File: config.mk
export PLATFORM = sky130hd
export DESIGN_NAME = serial_baud_and_frame_config
export DESIGN_NICKNAME = d
export VERILOG_FILES = /design/src/hw/serial_cfg_pkg.sv /design/src/hw/serial_baud_and_frame_config.sv
export SDC_FILE = /design/constraint.sdc
export NUM_CORES = 1
export LEC_CHECK = 0
export ABC_AREA = 1
export BUFFER_PORTS_ARGS = -buffer_cell sky130_fd_sc_hd__buf_2
export CAP_MARGIN = 15
export CORE_ASPECT_RATIO = 0.5
export CORE_MARGIN = 2
export CORE_UTILIZATION = 38
export CTS_BUF_LIST = sky130_fd_sc_hd__clkbuf_8
export DETAILED_ROUTE_END_ITERATION = 12
export PLACE_DENSITY = 0.6
export SETUP_SLACK_MARGIN = 0.4
export SYNTH_ARGS = -nofsm -noshare
export SYNTH_HDL_FRONTEND = slang
export SYNTH_SLANG_ARGS = --single-unit
File: constraint.sdc
create_clock -name clock -period 3.65 [get_ports clock]
set_input_delay 0.9125 -clock clock [delete_from_list [all_inputs] [get_ports clock]]
set_output_delay 0.9125 -clock clock [all_outputs]
set_load 0.05 [all_outputs]
File: src/hw/serial_cfg_pkg.sv
// Function
// - High write buffered; low write loads divisor
// - Generator idle until rx_on or tx_on set
// - Zero divisor stops the baud generator
// - Break flag with enable requests interrupt
// - Receive edge flag with enable requests interrupt
// - Internal return feeds transmitter into receiver
// - Single-wire select valid only with internal return
// - Freeze_in_wait stops serial clocks in wait
// - Nine_bit_select adds ninth data bit
// - Address_mark_select picks the wakeup method
// - Idle count starts after start or stop
// - Parity_enable generates and checks parity on MSB
// - Parity_odd_select picks even or odd parity
package serial_cfg_pkg;
    // Register byte addresses on the APB slave
    localparam logic [7:0] BAUD_HIGH_OFFSET = 8'h00;
    localparam logic [7:0] BAUD_LOW_OFFSET = 8'h04;
    localparam logic [7:0] CONTROL_ONE_OFFSET = 8'h08;
    localparam logic [7:0] ENABLES_OFFSET = 8'h0C;

    // Field positions
    localparam int BREAK_IRQ_EN_BIT = 7;
    localparam int EDGE_IRQ_EN_BIT = 6;
    localparam int DIV_HIGH_MSB = 4;
    localparam int TX_ON_BIT = 3;
    localparam int RX_ON_BIT = 2;
    localparam int DIVISOR_WIDTH = 13;

    // Reset values; baud_low is non-zero out of reset
    localparam logic [7:0] BAUD_HIGH_RESET = 8'h00;
    localparam logic [7:0] BAUD_LOW_RESET = 8'h04;
    localparam logic [7:0] CONTROL_ONE_RESET = 8'h00;
    localparam logic [7:0] ENABLES_RESET = 8'h00;
    localparam logic [7:0] BAUD_HIGH_MASK = 8'hDF;
    localparam logic [7:0] ENABLES_MASK = 8'h0C;

    // Oversampling and idle counts
    localparam logic [3:0] OVERSAMPLE_LAST = 4'hF;
    localparam logic [3:0] IDLE_BITS_EIGHT = 4'hA;
    localparam logic [3:0] IDLE_BITS_NINE = 4'hB;

    // Control register one, bit 7 down to bit 0
    typedef struct packed {
        logic internalReturn;
        logic freezeInWait;
        logic singleWire;
        logic nineBit;
        logic addressMark;
        logic idleAfterStop;
        logic parityEnable;
        logic parityOdd;
    } control_one_t;

    // Baud generator status seen by the engines
    typedef struct packed {
        logic tick16;
        logic bitTick;
        logic running;
    } baud_out_t;
endpackage

File: src/hw/serial_baud_and_frame_config.sv
// Decided for this implementation: the register addresses and the APB register port.
`timescale 1ns/1ps
module serial_baud_and_frame_config
    import serial_cfg_pkg::*;
(
    // Clock and reset
    input wire logic clock,
    input wire logic rst_b,
    // APB slave
    input wire logic psel,
    input wire logic penable,
    input wire logic pwrite,
    input wire logic [7:0] paddr,
    input wire logic [31:0] pwdata,
    output logic [31:0] prdata,
    output logic pready,
    output logic pslverr,
    // Engine side
    input wire logic cpuWait,
    input wire logic txData,
    input wire logic txDirOut,
    input wire logic [8:0] txChar,
    input wire logic [8:0] rxChar,
    input wire logic rxCharValid,
    input wire logic rxStopDone,
    input wire logic breakDetectFlag,
    input wire logic rxEdgeFlag,
    output baud_out_t baudOut,
    output control_one_t frameCfg,
    output logic txParityBit,
    output logic parityError,
    output logic rxToReceiver,
    output logic idleDetected,
    output logic wakeupEvent,
    output logic irqRequest,
    // Pins
    input wire logic rxPin,
    input wire logic txPinIn,
    output logic txPinOut,
    output logic txPinOe_b
);
    logic [7:0] baudHigh_reg, baudHigh_next;
    logic [7:0] baudLow_reg, baudLow_next;
    logic [7:0] enables_reg, enables_next;
    logic [DIVISOR_WIDTH-1:0] divisor_reg, divisor_next;
    control_one_t controlOne_reg, controlOne_next;
    logic started_reg, started_next;
    logic [31:0] prdata_reg, prdata_next;
    logic setupPhase, accessPhase, wrAccess, mapped;
    logic [DIVISOR_WIDTH-1:0] count_reg, count_next;
    logic [3:0] subCount_reg, subCount_next;
    logic tick16_reg, tick16_next, bitTick_reg, bitTick_next, running;
    logic [1:0] sync1_reg, sync2_reg, sync3_reg, filt_reg, filt_next;
    logic rxIn_reg, rxIn_next, txPinOut_reg, txPinOut_next, oe_b_reg, oe_b_next;
    logic [3:0] idleCount_reg, idleCount_next, idleNeeded;
    logic idleArmed_reg, idleArmed_next, idleDone_reg, idleDone_next;
    logic parErr_reg, parErr_next, txPar_reg, txPar_next;
    logic wake_reg, wake_next, irq_reg, irq_next;
    logic [8:0] rxMasked, txMasked;

    // Bus phases; every access completes in one access cycle
    assign setupPhase = psel && !penable;
    assign accessPhase = psel && penable;
    assign wrAccess = accessPhase && pwrite && mapped;
    assign mapped = (paddr == BAUD_HIGH_OFFSET) || (paddr == BAUD_LOW_OFFSET) ||
                    (paddr == CONTROL_ONE_OFFSET) || (paddr == ENABLES_OFFSET);
    assign pready = 1'b1;
    assign pslverr = accessPhase && !mapped;
    assign prdata = prdata_reg;
    // Register writes in the access cycle; read data captured in the setup cycle
    always_comb begin
        baudHigh_next = baudHigh_reg;
        baudLow_next = baudLow_reg;
        controlOne_next = controlOne_reg;
        enables_next = enables_reg;
        divisor_next = divisor_reg;
        started_next = started_reg;
        prdata_next = prdata_reg;
        if (wrAccess) begin
            case (paddr)
                // Only the buffer moves; working divisor waits for the low half
                BAUD_HIGH_OFFSET: baudHigh_next = pwdata[7:0] & BAUD_HIGH_MASK;
                BAUD_LOW_OFFSET: begin
                    baudLow_next = pwdata[7:0];
                    divisor_next = {baudHigh_reg[DIV_HIGH_MSB:0], pwdata[7:0]};
                end
                CONTROL_ONE_OFFSET: controlOne_next = control_one_t'(pwdata[7:0]);
                ENABLES_OFFSET: begin
                    enables_next = pwdata[7:0] & ENABLES_MASK;
                    // Latched once; turning both off later keeps the generator armed
                    if (pwdata[RX_ON_BIT] || pwdata[TX_ON_BIT]) begin
                        started_next = 1'b1;
                    end
                end
                default: ;
            endcase
        end
        if (setupPhase) begin
            case (paddr)
                BAUD_HIGH_OFFSET: prdata_next = {24'h000000, baudHigh_reg};
                BAUD_LOW_OFFSET: prdata_next = {24'h000000, baudLow_reg};
                CONTROL_ONE_OFFSET: prdata_next = {24'h000000, controlOne_reg};
                ENABLES_OFFSET: prdata_next = {24'h000000, enables_reg};
                default: prdata_next = 32'h00000000;
            endcase
        end
    end
    always_ff @(posedge clock or negedge rst_b) begin
        if (!rst_b) begin
            baudHigh_reg <= BAUD_HIGH_RESET;
            baudLow_reg <= BAUD_LOW_RESET;
            controlOne_reg <= control_one_t'(CONTROL_ONE_RESET);
            enables_reg <= ENABLES_RESET;
            divisor_reg <= {BAUD_HIGH_RESET[DIV_HIGH_MSB:0], BAUD_LOW_RESET};
            started_reg <= 1'b0;
            prdata_reg <= 32'h00000000;
        end else begin
            baudHigh_reg <= baudHigh_next;
            baudLow_reg <= baudLow_next;
            controlOne_reg <= controlOne_next;
            enables_reg <= enables_next;
            divisor_reg <= divisor_next;
            started_reg <= started_next;
            prdata_reg <= prdata_next;
        end
    end

    // Modulo divider: one tick every divisor clocks, so baud = clock / (16 x divisor)
    assign running = started_reg && (divisor_reg != '0) &&
                     !(cpuWait && controlOne_reg.freezeInWait);
    always_comb begin
        count_next = count_reg;
        subCount_next = subCount_reg;
        tick16_next = 1'b0;
        bitTick_next = 1'b0;
        if (!running || wrAccess && paddr == BAUD_LOW_OFFSET) begin
            // Held at rest so a stopped divider draws no switching power
            count_next = '0;
            if (!running) begin
                subCount_next = 4'h0;
            end
        end else if (count_reg >= divisor_reg - 13'h0001) begin
            count_next = '0;
            tick16_next = 1'b1;
            subCount_next = subCount_reg + 4'h1;
            bitTick_next = (subCount_reg == OVERSAMPLE_LAST);
        end else begin
            count_next = count_reg + 13'h0001;
        end
    end
    always_ff @(posedge clock or negedge rst_b) begin
        if (!rst_b) begin
            count_reg <= '0;
            subCount_reg <= 4'h0;
            tick16_reg <= 1'b0;
            bitTick_reg <= 1'b0;
        end else begin
            count_reg <= count_next;
            subCount_reg <= subCount_next;
            tick16_reg <= tick16_next;
            bitTick_reg <= bitTick_next;
        end
    end
    assign baudOut = '{tick16: tick16_reg, bitTick: bitTick_reg, running: running};

    // Pin synchronisers: three stages, a change counts when stages two and three agree
    always_ff @(posedge clock or negedge rst_b) begin
        if (!rst_b) begin
            sync1_reg <= 2'h3;
            sync2_reg <= 2'h3;
            sync3_reg <= 2'h3;
        end else begin
            sync1_reg <= {txPinIn, rxPin};
            sync2_reg <= sync1_reg;
            sync3_reg <= sync2_reg;
        end
    end

    // Line routing and pin drive
    always_comb begin
        for (int i = 0; i < 2; i++) begin
            filt_next[i] = (sync2_reg[i] == sync3_reg[i]) ? sync3_reg[i] : filt_reg[i];
        end
        if (!controlOne_reg.internalReturn) begin
            rxIn_next = filt_reg[0];
        end else if (!controlOne_reg.singleWire) begin
            rxIn_next = txData;
        end else begin
            rxIn_next = txDirOut ? txData : filt_reg[1];
        end
        txPinOut_next = txData;
        // In single-wire mode the pin is released while listening
        oe_b_next = !(enables_reg[TX_ON_BIT] &&
                      !(controlOne_reg.internalReturn && controlOne_reg.singleWire &&
                        !txDirOut));
    end
    always_ff @(posedge clock or negedge rst_b) begin
        if (!rst_b) begin
            filt_reg <= 2'h3;
            rxIn_reg <= 1'b1;
            txPinOut_reg <= 1'b1;
            oe_b_reg <= 1'b1;
        end else begin
            filt_reg <= filt_next;
            rxIn_reg <= rxIn_next;
            txPinOut_reg <= txPinOut_next;
            oe_b_reg <= oe_b_next;
        end
    end
    assign rxToReceiver = rxIn_reg;
    assign txPinOut = txPinOut_reg;
    assign txPinOe_b = oe_b_reg;

    // Idle line, wakeup, parity and interrupt request
    assign idleNeeded = controlOne_reg.nineBit ? IDLE_BITS_NINE : IDLE_BITS_EIGHT;
    assign rxMasked = controlOne_reg.nineBit ? rxChar : {1'b0, rxChar[7:0]};
    assign txMasked = controlOne_reg.nineBit ? {1'b0, txChar[7:0]} : {2'b00, txChar[6:0]};
    always_comb begin
        idleCount_next = idleCount_reg;
        idleArmed_next = idleArmed_reg;
        idleDone_next = 1'b0;
        if (!rxIn_reg) begin
            idleCount_next = 4'h0;
            // After-stop mode waits for the stop bit, so trailing ones are ignored
            idleArmed_next = !controlOne_reg.idleAfterStop;
        end else if (rxStopDone) begin
            idleArmed_next = 1'b1;
            if (controlOne_reg.idleAfterStop) begin
                idleCount_next = 4'h0;
            end
        end else if (bitTick_reg && idleArmed_reg && idleCount_reg != idleNeeded) begin
            idleCount_next = idleCount_reg + 4'h1;
            idleDone_next = (idleCount_reg + 4'h1 == idleNeeded);
        end
        // Most significant data bit is the address mark
        wake_next = controlOne_reg.addressMark ?
                    (rxCharValid && (controlOne_reg.nineBit ? rxChar[8] : rxChar[7])) :
                    idleDone_next;
        // Even parity makes the whole character hold an even count of ones
        txPar_next = controlOne_reg.parityEnable &&
                     ((^txMasked) ^ controlOne_reg.parityOdd);
        parErr_next = parErr_reg;
        if (rxCharValid) begin
            parErr_next = controlOne_reg.parityEnable &&
                          ((^rxMasked) != controlOne_reg.parityOdd);
        end
        irq_next = (baudHigh_reg[BREAK_IRQ_EN_BIT] && breakDetectFlag) ||
                   (baudHigh_reg[EDGE_IRQ_EN_BIT] && rxEdgeFlag);
    end
    always_ff @(posedge clock or negedge rst_b) begin
        if (!rst_b) begin
            idleCount_reg <= 4'h0;
            idleArmed_reg <= 1'b0;
            idleDone_reg <= 1'b0;
            wake_reg <= 1'b0;
            txPar_reg <= 1'b0;
            parErr_reg <= 1'b0;
            irq_reg <= 1'b0;
        end else begin
            idleCount_reg <= idleCount_next;
            idleArmed_reg <= idleArmed_next;
            idleDone_reg <= idleDone_next;
            wake_reg <= wake_next;
            txPar_reg <= txPar_next;
            parErr_reg <= parErr_next;
            irq_reg <= irq_next;
        end
    end
    assign frameCfg = controlOne_reg;
    assign idleDetected = idleDone_reg;
    assign wakeupEvent = wake_reg;
    assign txParityBit = txPar_reg;
    assign parityError = parErr_reg;
    assign irqRequest = irq_reg;

    // Helper: cycles since the previous tick while the divider runs steadily
    logic [DIVISOR_WIDTH:0] gap_reg;
    logic gapValid_reg;
    always_ff @(posedge clock or negedge rst_b) begin
        if (!rst_b) begin
            gap_reg <= '0;
            gapValid_reg <= 1'b0;
        end else if (!running || wrAccess && paddr == BAUD_LOW_OFFSET) begin
            gap_reg <= '0;
            gapValid_reg <= 1'b0;
        end else if (tick16_next) begin
            gap_reg <= '0;
            gapValid_reg <= 1'b1;
        end else begin
            gap_reg <= gap_reg + 14'h0001;
        end
    end

    divisor_hold_a: assert property (@(posedge clock) disable iff (!rst_b)
        wrAccess && paddr == BAUD_HIGH_OFFSET |=> $stable(divisor_reg))
        else $error("divisor changed on high write");
    divisor_load_a: assert property (@(posedge clock) disable iff (!rst_b)
        wrAccess && paddr == BAUD_LOW_OFFSET |=>
        divisor_reg == {$past(baudHigh_reg[DIV_HIGH_MSB:0]), $past(pwdata[7:0])})
        else $error("divisor not loaded from both halves");
    gen_unstarted_a: assert property (@(posedge clock) disable iff (!rst_b)
        !started_reg ##1 !started_reg |-> !tick16_reg)
        else $error("tick before first enable");
    zero_divisor_a: assert property (@(posedge clock) disable iff (!rst_b)
        $past(divisor_reg) == '0 |-> !tick16_reg && count_reg == '0)
        else $error("generator active at zero divisor");
    tick_period_a: assert property (@(posedge clock) disable iff (!rst_b)
        tick16_next && gapValid_reg && running |-> gap_reg + 14'h0001 == {1'b0, divisor_reg})
        else $error("tick spacing differs from divisor");
    tick_single_a: assert property (@(posedge clock) disable iff (!rst_b)
        tick16_reg && $past(divisor_reg) > 13'h0001 |=> !tick16_reg)
        else $error("tick longer than one cycle");
    wait_freeze_a: assert property (@(posedge clock) disable iff (!rst_b)
        cpuWait && controlOne_reg.freezeInWait |-> !baudOut.running ##1 !baudOut.tick16)
        else $error("clock ran while frozen");
    break_irq_a: assert property (@(posedge clock) disable iff (!rst_b)
        breakDetectFlag && baudHigh_reg[BREAK_IRQ_EN_BIT] |=> irqRequest)
        else $error("break request missing");
    edge_irq_a: assert property (@(posedge clock) disable iff (!rst_b)
        !baudHigh_reg[EDGE_IRQ_EN_BIT] && !(breakDetectFlag && baudHigh_reg[BREAK_IRQ_EN_BIT])
        |=> !irqRequest)
        else $error("request without enable");
    loop_route_a: assert property (@(posedge clock) disable iff (!rst_b)
        controlOne_reg.internalReturn && !controlOne_reg.singleWire |=>
        rxToReceiver == $past(txData))
        else $error("loopback path broken");
    single_wire_a: assert property (@(posedge clock) disable iff (!rst_b)
        controlOne_reg.internalReturn && controlOne_reg.singleWire && !txDirOut |=>
        txPinOe_b && rxToReceiver == $past(filt_reg[1]))
        else $error("single-wire path broken");
    parity_gen_a: assert property (@(posedge clock) disable iff (!rst_b)
        controlOne_reg.parityEnable && !controlOne_reg.nineBit |=>
        txParityBit == ((^$past(txChar[6:0])) ^ $past(controlOne_reg.parityOdd)))
        else $error("parity bit wrong");

    tick_seen_c: cover property (@(posedge clock) disable iff (!rst_b)
        tick16_reg ##[1:20] tick16_reg);
    idle_seen_c: cover property (@(posedge clock) disable iff (!rst_b) idleDetected);
    parity_err_c: cover property (@(posedge clock) disable iff (!rst_b) parityError);
    irq_seen_c: cover property (@(posedge clock) disable iff (!rst_b) irqRequest);
endmodule // serial_baud_and_frame_config

Yosys cells after proc, flatten, opt, wreduce, memory -nomap -nowiden:

Cells that the tools add are included.

* bits in registers: 111
* input port bits: 72
* output and inout bits: 53
* logic and storage cells: 124

* add/subtract/negate cells: 4
* magnitude comparators: 1
* equal/unequal tests: 13
* mux-type cells: 27
* bitwise logic cells: 1
* reduce and logical (&&, ||, !) cells: 45

Operators with widths (number)
* one-hot mux 8 bit (4 select lines): 1
* 2-to-1 mux 4 bit: 7
* 2-to-1 mux 13 bit: 2
* logical AND 1 bit: 19
* parity 9 bit: 2
* equality test 8 x 4 -> 1 bit (second input constant): 2
* 2-to-1 mux 1 bit: 15
* adder 13 x 1 -> 13 bit (second input constant): 1
* >= comparator 13 bit: 1
* nonzero test 13 bit: 1
* subtractor 13 x 1 -> 13 bit (second input constant): 1
* AND reduction 2 bit: 6
* 2-to-1 mux 9 bit: 1
* adder 4 x 1 -> 4 bit (second input constant): 2
* equality test 8 x 3 -> 1 bit (second input constant): 1
* zero test 1 bit: 8
* zero test 8 bit: 1
* 2-to-1 mux 8 bit: 1
* logical OR 1 bit: 6
* equality test 4 bit: 1
* equality test 4 bit (second input constant): 1
* != test 2 bit (second input constant): 2
* != test 4 bit: 1
* != test 3 x 2 -> 1 bit (second input constant): 1
* other kinds (6): 7

Depth between registers and ports, before layout:

* depth in word-level cells: 9
* gate-level depth with buffers: 16
* depth with buffers taken out: 16

Worst setup path before layout:

No wires, ideal clock.

* kind: input -> output
* start point: in paddr[5]
* end point: out pslverr
* arrival time: 1.607 ns
* required time: 2.738 ns
* path slack: 1.131 ns
* cell stages on the path: 6
* path buffers: 0
* path through: inv_1 nand2_2 nor2_4 inv_2 o21bai_1 inv_1

* longest elaborated chain between the ends: 6
* elaborated cells on any way between the ends: 9
* classes of those cells: eq/ne: 3; reduce/logical: 6

Ends and longest elaborated chain
* start: declaration: RTL line serial_baud_and_frame_config.sv:13 `input wire logic [7:0] paddr,`
* equality test 8 x 3 -> 1 bit / zero test 8 bit (equally long branches): RTL line serial_baud_and_frame_config.sv:65 `assign mapped = (paddr == BAUD_HIGH_OFFSET) || (paddr == BAUD_LOW_OFFSET) ||`
* logical OR 1 bit (2 in a row): RTL line serial_baud_and_frame_config.sv:65
* logical OR 1 bit *: RTL line serial_baud_and_frame_config.sv:66 `(paddr == CONTROL_ONE_OFFSET) || (paddr == ENABLES_OFFSET);`
* zero test 1 bit *: RTL line serial_baud_and_frame_config.sv:68 `assign pslverr = accessPhase && !mapped;`
* logical AND 1 bit *: RTL line serial_baud_and_frame_config.sv:68
* end: declaration: RTL line serial_baud_and_frame_config.sv:17 `output logic pslverr,`

Mark *: on every way between the ends. The rest lies on a longest branch, timed or not.

==> impl_metrics.csv <==
group,metric,value,unit
placement,gp_congestion,0.847,
logic_synthesis,yosysMostFrequentCell,"nand2_1",
min_path,hold_depth,0,
cells_and_area,largest_register_ffs,13,
global_route,antenna_found_initial,0,
logic_synthesis,synthTopCellsByCount,"133 x nand2_1, 70 x inv_1, 67 x dfrtp_1, 36 x o21ai_0, 32 x nor2_1",
timing,slew_headroom,34.4,%
logic_synthesis,ys_async_sr_fraction,100,%
worst_setup_path,worst_ep_required_time,2.74,ns
timing,fin_hold_ws,0.359,ns
worst_setup_path,cp_max_fo,5,
global_route,grt_pass1_wl,16100,um
timing,rsz0062_at_grt,"no",
logic_synthesis,avgSynthCellArea,8.38,sq um
power,leakagePower,0.00277,uW
cells_and_area,syn2layout_area_growth,13.4,%
logic_synthesis,yosysUniqueCellTypes,41,
logic_synthesis,seq_area_frac_synth,43.5,%
cts,clockBufferDepth,2,
die,die_w,159,um
routing,wl,9510,um
cells_and_area,nets,711,
timing,setup_violations,0,
logic_synthesis,synthCells,547,
die,io_pins,125,
timing,max_freq,0.355,GHz
flow_run,max_cap_violations,0,
routing,drt_iter0_markers,125,
die,rows,28,
cells_and_area,stdcell_count,792,
worst_setup_path,start_kind,"flop",
logic_synthesis,synth_seq_cells,79,
global_route,grt_pass1_vias,3377,
placement,placedCellCount,776,
logic_synthesis,ys_warn_count,0,
routing,ant_nets,0,
logic_synthesis,synth-edff-count,0,
cts,clkLatencyLatePin,0.37,ns
global_route,grt_max_degree,80,
timing,tns,0,ns
cts,clockRootBuffer,"clkbuf_8",
worst_setup_path,rr_worst_depth,13,
status,outcome,"complete, no violations",
worst_setup_path,cp.arrival,1.90,ns
die,start_util,38.9,%
cts,cts_made_buffers,9,
worst_setup_path,regToRegEndpoint,"subCount_reg[3]",
routing,wire_per_inst,12.0,um
power,pwr_density_cell,360,nW/um^2
placement,portBuffers,74,
die,dieHeight,81.7,um
cells_and_area,drive_above_1_share,21.7,%
cts,cts_resized,0,
worst_setup_path,reg2reg_slack,0.94,ns
timing,hold_viol_final,0,
global_route,grt_use_total,15.7,%
min_path,min_path_type,"reg2reg",
cells_and_area,diodes,0,
cts,cts_tree,"yes",
cts,path_clk_slew,0.08,ns
logic_synthesis,synth_ff_type,"dfrtp_1",
timing,worst_pin_slew,0.984,ns
logic_synthesis,yosysTopAreaCellShare,36.6,%
logic_synthesis,synth_top_cell_by_area,"dfrtp_1",
routing,dr.pass1.iters,4,
routing,viasPerCell,4.47,
timing,drv_slew,0,
logic_synthesis,synthTopCellsByArea,"dfrtp_1 37%, nand2_1 11%, dfstp_2 6.9%",
cells_and_area,fill_cells,1199,
timing,fin_worst_skew,0.00729,ns
cts,postCtsSetupBuffers,0,
worst_setup_path,path_class,"reg2out",
power,ir_drop,0.191,mV
logic_synthesis,syn-cell-area,4580,sq um
die,fp.dieArea,13000,sq um
worst_setup_path,critPathCaptureType,"primary output",
global_route,gr-total-overflow,0,
cts,hold_buffers,0,
timing,finalCritPeriodShare,77.1,%
cts,htreeDepth,3,
cts,clock_sinks,79,
min_path,min_to,"sync2_reg[1]",
routing,drc,0,
min_path,hp-start,"sync1_reg[1]",
routing,vias,3539,
die,core,11800,sq um
placement,place_hpwl,7250,um
worst_setup_path,timing.rr.start,"baudLow_reg[0]",
timing,period_minus_slack,2.82,ns
## critical path: stages (launching register included)
cell and delay [ns]:
dfrtp_1 0.38, inv_1 0.14, ha_1 0.28, nand2_4 0.09, nor2_4 0.14, nand3_2 0.09
nand2_4 0.10, inv_1 0.09, buf_2 0.22
## worst max path at each step
stage,start,end,slack [ns],depth (start not counted)
2_1_floorplan,paddr[5],pslverr,1.13,6
3_3_place_gp,cpuWait,baudOut[0],0.84,5
3_5_place_dp,cpuWait,baudOut[0],0.84,5
4_1_cts,baudLow_reg[0],baudOut[0],0.79,8
5_1_grt,baudLow_reg[0],count_reg[1],0.64,11
6_report,baudLow_reg[0],baudOut[0],0.83,8
## cells by family after synthesis
group	after synthesis	share of synthesized area (%)
simple gates	238	24.8
buf+inv	107	11.7
flops	79	43.5
compound gates	63	7.29
xor+xnor	39	7.45
fa+ha+maj	19	5.08
other cells	2	0.164
## cells in the final DEF (no fill, tap or decap), types with 12 or more instances in the layout
master / n
buf_2: 73
conb_1: 25
dfrtp_1: 67
dfstp_2: 12
ha_1: 17
inv_1: 70
nand2_1: 133
nand3_1: 25
nor2_1: 32
nor2_2: 12
o21ai_0: 36
xnor2_1: 12
xor2_1: 27
## layout make-up
class	instances	area (sq um)	area share [%]
Tap cell	165	206	3.97
Sequential cell	79	1990	38.3
Multi-Input combinational cell	384	2140	41.2
Inverter	74	278	5.34
Clock inverter	6	70.1	1.35
Timing Repair Buffer	74	373	7.17
Clock buffer	10	138	2.65
## stage by stage
stage	cell area (sq um)	power, uW	util, %	setup WS, ns
final	5200	1870	44.2	0.835
after global routing	5200	1960	44.2	0.641
after global placement	4990	1220	42.4	0.841
after detailed placement	4990	1220	42.4	0.845
after CTS	5200	1900	44.2	0.793
after floorplan	4670	1160	-	1.13
## layer usage
layer | part of all wire (%) | GRT usage [%]
met4 | 1.3 | 5.36
met3 | 4.5 | 4.39
met5 | 0 | 0
met1 | 50 | 20.3
met2 | 45 | 26.0
## power by group
part | internal (uW) | switching, uW | total (uW)
logic | 81.4 | 167 | 248
clock network | 336 | 332 | 668
registers | 912 | 42.0 | 954
total | 1330 | 541 | 1870
(Power assumes the default switching activity.)
